<file path="src/rtl/stc_pkg.sv">
// Package with register map, field layout and bus carriers for the timer.
// Operation
// - 16-bit counter, timer or external counter
// - Wide mode: whole count coherent across two byte accesses
// - Narrow mode: two independent byte halves
// - Prescale 10 divides four, 01 two
// - Bit 3 routes this count to capture
// - Bit 2 bypasses external clock alignment flop
// - Internal clock ignores the bypass bit
// - External rising edge after first falling
// - Source clear counts the instruction clock
// - Run bit counts; clear holds value
// - Control bit 6 reads zero
// - Special event trigger clears the count unless bypassed
// - Control register resets to zero
// - Wide low read buffers high byte
// - Wide high write buffered, loads on low
// - Rollover sets flag; enable gates interrupt
// - Count write beats trigger reset
package stc_pkg;
    localparam int ADDR_W = 4;
    localparam int PRESCALE_W = 3;

    localparam logic [ADDR_W-1:0] CTRL_OFS = 4'h0;
    localparam logic [ADDR_W-1:0] LOW_OFS  = 4'h4;
    localparam logic [ADDR_W-1:0] HIGH_OFS = 4'h8;
    localparam logic [ADDR_W-1:0] STAT_OFS = 4'hc;

    localparam logic [7:0] CTRL_RESET = 8'h00;
    localparam logic [7:0] CTRL_WMASK = 8'hbf;
    localparam int STAT_FLAG_BIT = 0;
    localparam int STAT_IEN_BIT  = 1;

    localparam logic [1:0] PS_DIV1 = 2'h0;
    localparam logic [1:0] PS_DIV2 = 2'h1;
    localparam logic [1:0] PS_DIV4 = 2'h2;
    localparam logic [1:0] PS_DIV8 = 2'h3;

    localparam logic [1:0] RESP_OKAY   = 2'h0;
    localparam logic [1:0] RESP_SLVERR = 2'h2;

    typedef struct packed {
        logic       wideAccessMode;
        logic       unused6;
        logic [1:0] prescaleSelect;
        logic       captureTimebaseSelect;
        logic       extClockSyncBypass;
        logic       clockSourceSelect;
        logic       counterRun;
    } stc_ctrl_s;

    typedef struct packed {
        logic              awvalid;
        logic [ADDR_W-1:0] awaddr;
        logic              wvalid;
        logic [31:0]       wdata;
        logic [3:0]        wstrb;
        logic              bready;
        logic              arvalid;
        logic [ADDR_W-1:0] araddr;
        logic              rready;
    } stc_axi_req_s;

    typedef struct packed {
        logic        awready;
        logic        wready;
        logic        bvalid;
        logic [1:0]  bresp;
        logic        arready;
        logic        rvalid;
        logic [31:0] rdata;
        logic [1:0]  rresp;
    } stc_axi_rsp_s;
endpackage : stc_pkg

</file>
<file path="src/rtl/stc_prescaler.sv">
// Prescaler dividing the count source by one, two, four or eight.
`timescale 1ns/1ps
`default_nettype none
module stc_prescaler
    import stc_pkg::*;
#(
    parameter int W = PRESCALE_W
) (
    input  wire logic       sys_clk,  // System clock.
    input  wire logic       nrst,     // Asynchronous reset, active low.
    input  wire logic       clkEn,    // Freezes state while low.
    input  wire logic       clear,    // Restarts the division.
    input  wire logic       tickIn,   // Source pulse.
    input  wire logic [1:0] sel,      // Division select.
    output var  logic       tickOut   // Divided pulse.
);
    logic [W-1:0] stage;
    logic [W-1:0] mask;

    assign mask = (sel == PS_DIV2) ? W'(1) :
                  (sel == PS_DIV4) ? W'(3) :
                  (sel == PS_DIV8) ? W'(7) : W'(0);

    assign tickOut = tickIn & ((stage & mask) == mask);

    always_ff @(posedge sys_clk or negedge nrst) begin
        if (!nrst) begin
            stage <= '0;
        end else if (clkEn) begin
            if (clear) begin
                stage <= '0;
            end else if (tickIn) begin
                stage <= stage + W'(1);
            end
        end
    end
endmodule : stc_prescaler
`default_nettype wire

</file>
<file path="src/rtl/stc_timer_counter.sv">
// Sixteen-bit timer/counter with AXI4-Lite register access.
`timescale 1ns/1ps
`default_nettype none
module stc_timer_counter
    import stc_pkg::*;
(
    input  wire logic         sys_clk,         // Instruction clock.
    input  wire logic         nrst,            // Async reset, active low.
    input  wire logic         clkEn,           // Freezes all state when low.
    input  wire stc_axi_req_s busReq,          // AXI4-Lite master side.
    output var  stc_axi_rsp_s busRsp,          // AXI4-Lite slave side.
    input  wire logic         extClockPin,     // External count pin.
    input  wire logic         companionOsc,    // Companion oscillator.
    input  wire logic         companionOscEn,  // Use oscillator, not pin.
    input  wire logic [15:0]  companionCount,  // Companion timer count.
    input  wire logic         specialTrigger,  // Event trigger from capture.
    output var  logic [15:0]  ccpTimeBase,     // Time base for capture.
    output var  logic         overflowIrq      // Gated overflow interrupt.
);
    stc_ctrl_s         ctrl;
    stc_ctrl_s         next_ctrl;
    logic [15:0]       count;
    logic [15:0]       next_count;
    logic [7:0]        highBuf;
    logic              ovfFlag;
    logic              ovfIrqEn;
    logic              next_ovfFlag;
    logic              next_ovfIrqEn;
    logic [2:0]        extSync;
    logic              extLvl;
    logic              next_extLvl;
    logic              extRiseQ;
    logic              edgeArmed;
    logic              awHeld;
    logic              wHeld;
    logic [ADDR_W-1:0] awAddr;
    logic [ADDR_W-1:0] rdAddrQ;
    logic [7:0]        wByte;
    logic              wLane;
    logic [7:0]        rdValue;

    function automatic logic isMapped(input logic [ADDR_W-1:0] a);
        isMapped = (a == CTRL_OFS) || (a == LOW_OFS) ||
                   (a == HIGH_OFS) || (a == STAT_OFS);
    endfunction : isMapped

    // Bus decode.
    wire awTake  = clkEn & busReq.awvalid & busRsp.awready;
    wire wTake   = clkEn & busReq.wvalid & busRsp.wready;
    wire doWrite = clkEn & awHeld & wHeld & ~busRsp.bvalid;
    wire wrOn    = doWrite & wLane;
    wire wrCtrl  = wrOn & (awAddr == CTRL_OFS);
    wire wrLow   = wrOn & (awAddr == LOW_OFS);
    wire wrHigh  = wrOn & (awAddr == HIGH_OFS);
    wire wrStat  = wrOn & (awAddr == STAT_OFS);
    wire doRead  = clkEn & busReq.arvalid & busRsp.arready;
    wire rdLow   = doRead & (busReq.araddr == LOW_OFS);
    wire bDone   = clkEn & busRsp.bvalid & busReq.bready;
    wire rDone   = clkEn & busRsp.rvalid & busReq.rready;
    wire wide    = ctrl.wideAccessMode;

    // Count source selection.
    wire extSel     = ctrl.clockSourceSelect;
    wire bypass     = extSel & ctrl.extClockSyncBypass;
    wire extRaw     = companionOscEn ? companionOsc : extClockPin;
    wire extRise    = next_extLvl & ~extLvl & edgeArmed;
    wire extFall    = ~next_extLvl & extLvl;
    // The bypassed path skips the alignment flop, so it reacts sooner.
    wire extPulse   = bypass ? extRise : extRiseQ;
    wire srcPulse   = extSel ? extPulse : 1'b1;
    wire presTick;
    wire inc        = presTick & ctrl.counterRun;
    // A bypassed clock cannot be trusted to meet the clear, so it is ignored.
    wire trigOk     = specialTrigger & ~bypass;
    wire cntWrite   = wrLow | (wrHigh & ~wide);
    wire ovfSet     = inc & (count == 16'hffff) & ~cntWrite & ~trigOk;

    stc_prescaler #(
        .W       (PRESCALE_W)
    ) u_prescaler (
        .sys_clk (sys_clk),
        .nrst    (nrst),
        .clkEn   (clkEn),
        .clear   (wrLow),
        .tickIn  (srcPulse & ctrl.counterRun),
        .sel     (ctrl.prescaleSelect),
        .tickOut (presTick)
    );

    assign next_extLvl = (extSync[1] == extSync[2]) ? extSync[2] : extLvl;

    always_comb begin
        next_count = count;
        if (wrLow) begin
            next_count = wide ? {highBuf, wByte}
                              : {count[15:8], wByte};
        end else if (wrHigh && !wide) begin
            next_count = {wByte, count[7:0]};
        end else if (trigOk) begin
            next_count = 16'h0000;
        end else if (inc) begin
            next_count = count + 16'h0001;
        end
    end

    assign next_ctrl = wrCtrl ? stc_ctrl_s'(wByte & CTRL_WMASK)
                              : ctrl;
    // A rollover in the same cycle as a clear keeps the flag set.
    assign next_ovfFlag = ovfSet |
        (ovfFlag & ~(wrStat & wByte[STAT_FLAG_BIT]));
    assign next_ovfIrqEn = wrStat ? wByte[STAT_IEN_BIT] : ovfIrqEn;

    always_comb begin
        case (busReq.araddr)
            CTRL_OFS: rdValue = ctrl & CTRL_WMASK;
            LOW_OFS:  rdValue = count[7:0];
            HIGH_OFS: rdValue = wide ? highBuf : count[15:8];
            STAT_OFS: rdValue = {6'h00, ovfIrqEn, ovfFlag};
            default:  rdValue = 8'h00;
        endcase
    end

    // The first synchroniser flop feeds only the second.
    always_ff @(posedge sys_clk or negedge nrst) begin
        if (!nrst) begin
            extSync <= 3'h0;
        end else if (clkEn) begin
            extSync <= {extSync[1:0], extRaw};
        end
    end

    always_ff @(posedge sys_clk or negedge nrst) begin
        if (!nrst) begin
            extLvl    <= 1'b0;
            extRiseQ  <= 1'b0;
            edgeArmed <= 1'b0;
        end else if (clkEn) begin
            extLvl   <= next_extLvl;
            extRiseQ <= extRise;
            if (!(extSel && ctrl.counterRun)) begin
                edgeArmed <= 1'b0;
            end else if (extFall) begin
                edgeArmed <= 1'b1;
            end
        end
    end

    always_ff @(posedge sys_clk or negedge nrst) begin
        if (!nrst) begin
            ctrl        <= stc_ctrl_s'(CTRL_RESET);
            count       <= 16'h0000;
            highBuf     <= 8'h00;
            ovfFlag     <= 1'b0;
            ovfIrqEn    <= 1'b0;
            ccpTimeBase <= 16'h0000;
            overflowIrq <= 1'b0;
        end else if (clkEn) begin
            ctrl     <= next_ctrl;
            count    <= next_count;
            ovfFlag  <= next_ovfFlag;
            ovfIrqEn <= next_ovfIrqEn;
            if (wrHigh && wide) begin
                highBuf <= wByte;
            end else if (rdLow && wide) begin
                highBuf <= count[15:8];
            end
            ccpTimeBase <= next_ctrl.captureTimebaseSelect
                         ? next_count : companionCount;
            overflowIrq <= next_ovfFlag & next_ovfIrqEn;
        end
    end

    // Ready flops cannot drop while frozen, so clkEn must stay high
    // whenever the master has a valid channel pending.
    always_ff @(posedge sys_clk or negedge nrst) begin
        if (!nrst) begin
            awHeld  <= 1'b0;
            wHeld   <= 1'b0;
            awAddr  <= '0;
            wByte   <= 8'h00;
            wLane   <= 1'b0;
            rdAddrQ <= '0;
            busRsp  <= '0;
        end else if (clkEn) begin
            if (awTake) begin
                awHeld <= 1'b1;
                awAddr <= busReq.awaddr;
            end else if (doWrite) begin
                awHeld <= 1'b0;
            end
            if (wTake) begin
                wHeld <= 1'b1;
                wByte <= busReq.wdata[7:0];
                wLane <= busReq.wstrb[0];
            end else if (doWrite) begin
                wHeld <= 1'b0;
            end
            busRsp.awready <= ~(awTake | (awHeld & ~doWrite));
            busRsp.wready  <= ~(wTake | (wHeld & ~doWrite));
            if (doWrite) begin
                busRsp.bvalid <= 1'b1;
                busRsp.bresp  <= isMapped(awAddr) ? RESP_OKAY : RESP_SLVERR;
            end else if (bDone) begin
                busRsp.bvalid <= 1'b0;
            end
            if (doRead) begin
                busRsp.arready <= 1'b0;
                busRsp.rvalid  <= 1'b1;
                busRsp.rdata   <= {24'h000000, rdValue};
                busRsp.rresp   <= isMapped(busReq.araddr) ? RESP_OKAY
                                                          : RESP_SLVERR;
                rdAddrQ        <= busReq.araddr;
            end else if (rDone) begin
                busRsp.rvalid  <= 1'b0;
                busRsp.arready <= 1'b1;
            end else if (!busRsp.rvalid) begin
                busRsp.arready <= 1'b1;
            end
        end
    end
endmodule : stc_timer_counter
`default_nettype wire

</file>
<file path="config.mk">
export PLATFORM = sky130hd
export DESIGN_NAME = stc_timer_counter
export DESIGN_NICKNAME = d
export VERILOG_FILES = /design/src/rtl/stc_pkg.sv /design/src/rtl/stc_prescaler.sv /design/src/rtl/stc_timer_counter.sv
export SDC_FILE = /design/constraint.sdc
export NUM_CORES = 1
export LEC_CHECK = 0
export ABC_AREA = 1
export BUFFER_PORTS_ARGS = -buffer_cell sky130_fd_sc_hd__clkbuf_2
export CORE_ASPECT_RATIO = 0.9
export CORE_MARGIN = 8
export CORE_UTILIZATION = 48
export DETAILED_ROUTE_END_ITERATION = 10
export PLACE_DENSITY = 0.83
export SYNTH_ARGS = -nofsm -noshare
export SYNTH_HDL_FRONTEND = slang
export SYNTH_HIERARCHICAL = 1
export SYNTH_SLANG_ARGS = --single-unit
</file>
<file path="constraint.sdc">
create_clock -name sys_clk -period 2.3 [get_ports sys_clk]
set_input_delay 0.46 -clock sys_clk [delete_from_list [all_inputs] [get_ports sys_clk]]
set_output_delay 0.46 -clock sys_clk [all_outputs]
set_load 0.01 [all_outputs]
</file>
==> metrics.json <==
{
  "synth_area_per_cell_sq_um": 7.38,
  "start_util_pct": 49.3,
  "synthArstFlopShare_pct": 100,
  "clk_pin_slew_worst_paths_ns": 0.06,
  "timing.setup.critical_path_class": "reg2reg",
  "ir_drop_uv": 697,
  "yosys_warnings": 6,
  "synth_top_cell_by_area": "sky130_fd_sc_hd__dfrtp_1",
  "hold_path_class": "in2async",
  "global_route.overflow_total": 0,
  "yosys_register_bits": 89,
  "max_cap_viol_count": 0,
  "detailed_place_hpwl_um": 10400,
  "cts-root-to-sink-buffers": 2,
  "fin_skew_ns": 0.00738,
  "antenna_cells": 0,
  "route.detailed.drc": 0,
  "track_usage_pct": 20.3,
  "clock-sinks": 89,
  "ys_top_cells_by_area": "sky130_fd_sc_hd__dfrtp_1, sky130_fd_sc_hd__nand2_1, sky130_fd_sc_hd__inv_1",
  "core_area_sq_mm": 0.0102,
  "wl_um": 13800,
  "maxSlewHeadroom_pct": 57.3,
  "cp_data_arrival_time_ns": 2.51,
  "place_congestion": 0.966,
  "p_per_area_mw_per_mm2": 980,
  "detailed_routing_iterations_pass_1": 5,
  "cts.htree.levels": 3,
  "endpoint_kind": "register",
  "rsz0062_at_grt": "true",
  "clkLatencyLatePin_ns": 0.35,
  "final.period_utilization_pct": 98.5,
  "synth_most_common_cell": "sky130_fd_sc_hd__nand2_1",
  "die_w_um": 124,
  "viasPerCell": 5.22,
  "clock-root-buffer": "sky130_fd_sc_hd__clkbuf_16",
  "ant_nets": 0,
  "layout_cell_share_with_drive_strength_beyond_1_pct": 20.6,
  "cts_inserted_buffers": 9,
  "power_total_mw": 5.95,
  "timing.hold.ws_ns": 0.0925,
  "route.detailed.wl_per_inst_um": 15.1,
  "synth-seq-area-share_pct": 44.1,
  "timing_worst_slew_pin_value_ns": 0.640,
  "clock_tree_from_tritoncts": "done",
  "min_period_ns": 2.27,
  "grt_start_max_net_pins": 53,
  "via_count": 4764,
  "outcome": "finished, final reports clean",
  "synth-edff-count": 0,
  "setup_ws_ns": 0.0334,
  "report.final.setup_viol": 0,
  "final_nets": 852,
  "report.final.slew_viol_count": 0,
  "dominantRegCellSynth": "sky130_fd_sc_hd__dfrtp_1",
  "setup_tns_ns": 0,
  "clock.fmax_mhz": 441,
  "worst_slack_at_placement_ns": -0.118,
  "fp-row-count": 35,
  "place.port_buffers": 76,
  "synth_commonest_cells": "sky130_fd_sc_hd__nand2_1, sky130_fd_sc_hd__dfrtp_1, sky130_fd_sc_hd__inv_1, sky130_fd_sc_hd__o21ai_0",
  "first_iter_violations": 387,
  "report.final.hold_viol_count": 0,
  "synth_cell_types": 40,
  "die_h_um": 113,
  "total_die_area_sq_mm": 0.0141,
  "power.leakage_nw": 3.13,
  "worstPathRequired_ns": 2.55,
  "area_growth_syn_to_layout_pct": 20.1,
  "postSynthCellCount": 685,
  "critPathMaxFanout": 2,
  "netlist.area_leader.share_pct": 44.1,
  "grt_antenna_before_repair": 0,
  "startpoint_type": "register",
  "num_io_pins": 130,
  "grt_first_pass_wirelength_um": 22600,
  "synth_area_sq_mm": 0.00505,
  "first_global_vias": 4579
}
[state kept, by name, indices dropped and copies added, names as in the netlist, 3 cells and up]
| signal | flops |
|---|---|
| highBuf | 8 |
| extSync | 3 |
| busRsp | 15 |
| u_prescaler/stage | 3 |
| wByte | 8 |
| count | 16 |
| ctrl | 5 |
| awAddr | 4 |
| ccpTimeBase | 16 |
[critical path: stages, from the launching register on]
cell	delay (ns)
sky130_fd_sc_hd__dfrtp_1	0.41
sky130_fd_sc_hd__nor3_4	0.20
sky130_fd_sc_hd__nand3_2	0.09
sky130_fd_sc_hd__a31oi_2	0.15
sky130_fd_sc_hd__a21boi_2	0.19
sky130_fd_sc_hd__nand2_2	0.09
sky130_fd_sc_hd__nor2_4	0.12
sky130_fd_sc_hd__buf_4	0.14
sky130_fd_sc_hd__nand3_4	0.07
sky130_fd_sc_hd__buf_4	0.15
sky130_fd_sc_hd__xor2_1	0.12
sky130_fd_sc_hd__nand2_1	0.07
sky130_fd_sc_hd__nand3_1	0.08
sky130_fd_sc_hd__nand2_2	0.08
sky130_fd_sc_hd__o21ai_0	0.21
[final cells by class]
cell class | count | area (sq um)
Clock inverter | 6 | 115
Fill cell | 970 | 4180
Tap cell | 129 | 161
Timing Repair Buffer | 106 | 646
Sequential cell | 89 | 2230
Inverter | 86 | 323
Multi-Input combinational cell | 486 | 2360
Clock buffer | 10 | 239
[cells in the final DEF, fill, tap and decap left out, types with 8 or more instances in the layout]
cell | netlist | layout
sky130_fd_sc_hd__clkbuf_16 | 0 | 9
sky130_fd_sc_hd__nand4_1 | 8 | 8
sky130_fd_sc_hd__a31oi_1 | 10 | 9
sky130_fd_sc_hd__o21ai_0 | 59 | 58
sky130_fd_sc_hd__nand3_1 | 39 | 37
sky130_fd_sc_hd__o21ai_1 | 19 | 19
sky130_fd_sc_hd__nand2_2 | 3 | 9
sky130_fd_sc_hd__conb_1 | 1 | 26
sky130_fd_sc_hd__clkbuf_2 | 0 | 75
sky130_fd_sc_hd__a21oi_1 | 19 | 19
sky130_fd_sc_hd__inv_1 | 82 | 82
sky130_fd_sc_hd__dfrtp_1 | 89 | 89
sky130_fd_sc_hd__nor2_1 | 39 | 36
sky130_fd_sc_hd__o211ai_1 | 8 | 8
sky130_fd_sc_hd__nand2_1 | 216 | 210
sky130_fd_sc_hd__buf_4 | 26 | 28
[cells by family after synthesis]
family          Yosys count  share of synthesized area, %
simple gates            321                          26.6
fa+ha+maj                 2                         0.495
other cells               1                        0.0742
mux                       6                          1.31
xor+xnor                  2                         0.347
flops                    89                          44.1
compound gates          129                          14.6
buf+inv                 135                          12.6
[stage by stage]
| stage | utilization (%) | area, sq um | instances |
|---|---|---|---|
| 5_1_grt | 59.3 | 6070 | 912 |
| 3_5_place_dp | 54.8 | 5620 | 893 |
| 4_1_cts | 58.5 | 5990 | 910 |
| 2_1_floorplan | - | 5150 | 710 |
| 6_report | 59.3 | 6070 | 912 |
| 3_3_place_gp | 54.8 | 5620 | 893 |
[report_power, final]
part | switching, mW | internal (mW)
combinational | 1.14 | 0.688
sequential | 0.384 | 2.02
clock | 0.622 | 1.09
[routing by layer]
metal | vias up | track usage, % | part of all wire [%]
met5 | - | 0 | 0
met4 | 0 | 6.10 | 2.1
met3 | 28 | 6.52 | 10
met2 | 206 | 30.5 | 44
met1 | 2196 | 27.2 | 44
li1 | 2334 | - | -
[timing repair]
action,CTS,global route
endpoints found under the setup margin,18,26
cloned,0,0
buffers inserted,1,2
endpoints found under the hold margin,0,0
pin swaps,3,2
hold buffers,0,0
resized for setup,4,16
[path summary, 6_finish.rpt]
| check | depth (start not counted) | slack, ns | end | startpoint |
|---|---|---|---|---|
| max in group asynchronous | 2 | 1.53 | ccpTimeBase[4] | nrst |
| max reg2reg | 14 | 0.03 | count[10] | extLvl |
| min reg2reg | 2 | 0.48 | ccpTimeBase[2] | ccpTimeBase[2] |
| max | 14 | 0.03 | count[10] | extLvl |
| min in group sys_clk | 2 | 0.34 | awAddr[1] | busReq[45] |
| min | 1 | 0.09 | busRsp[6] | nrst |
Note: power is estimated with default switching activity, not from simulation.
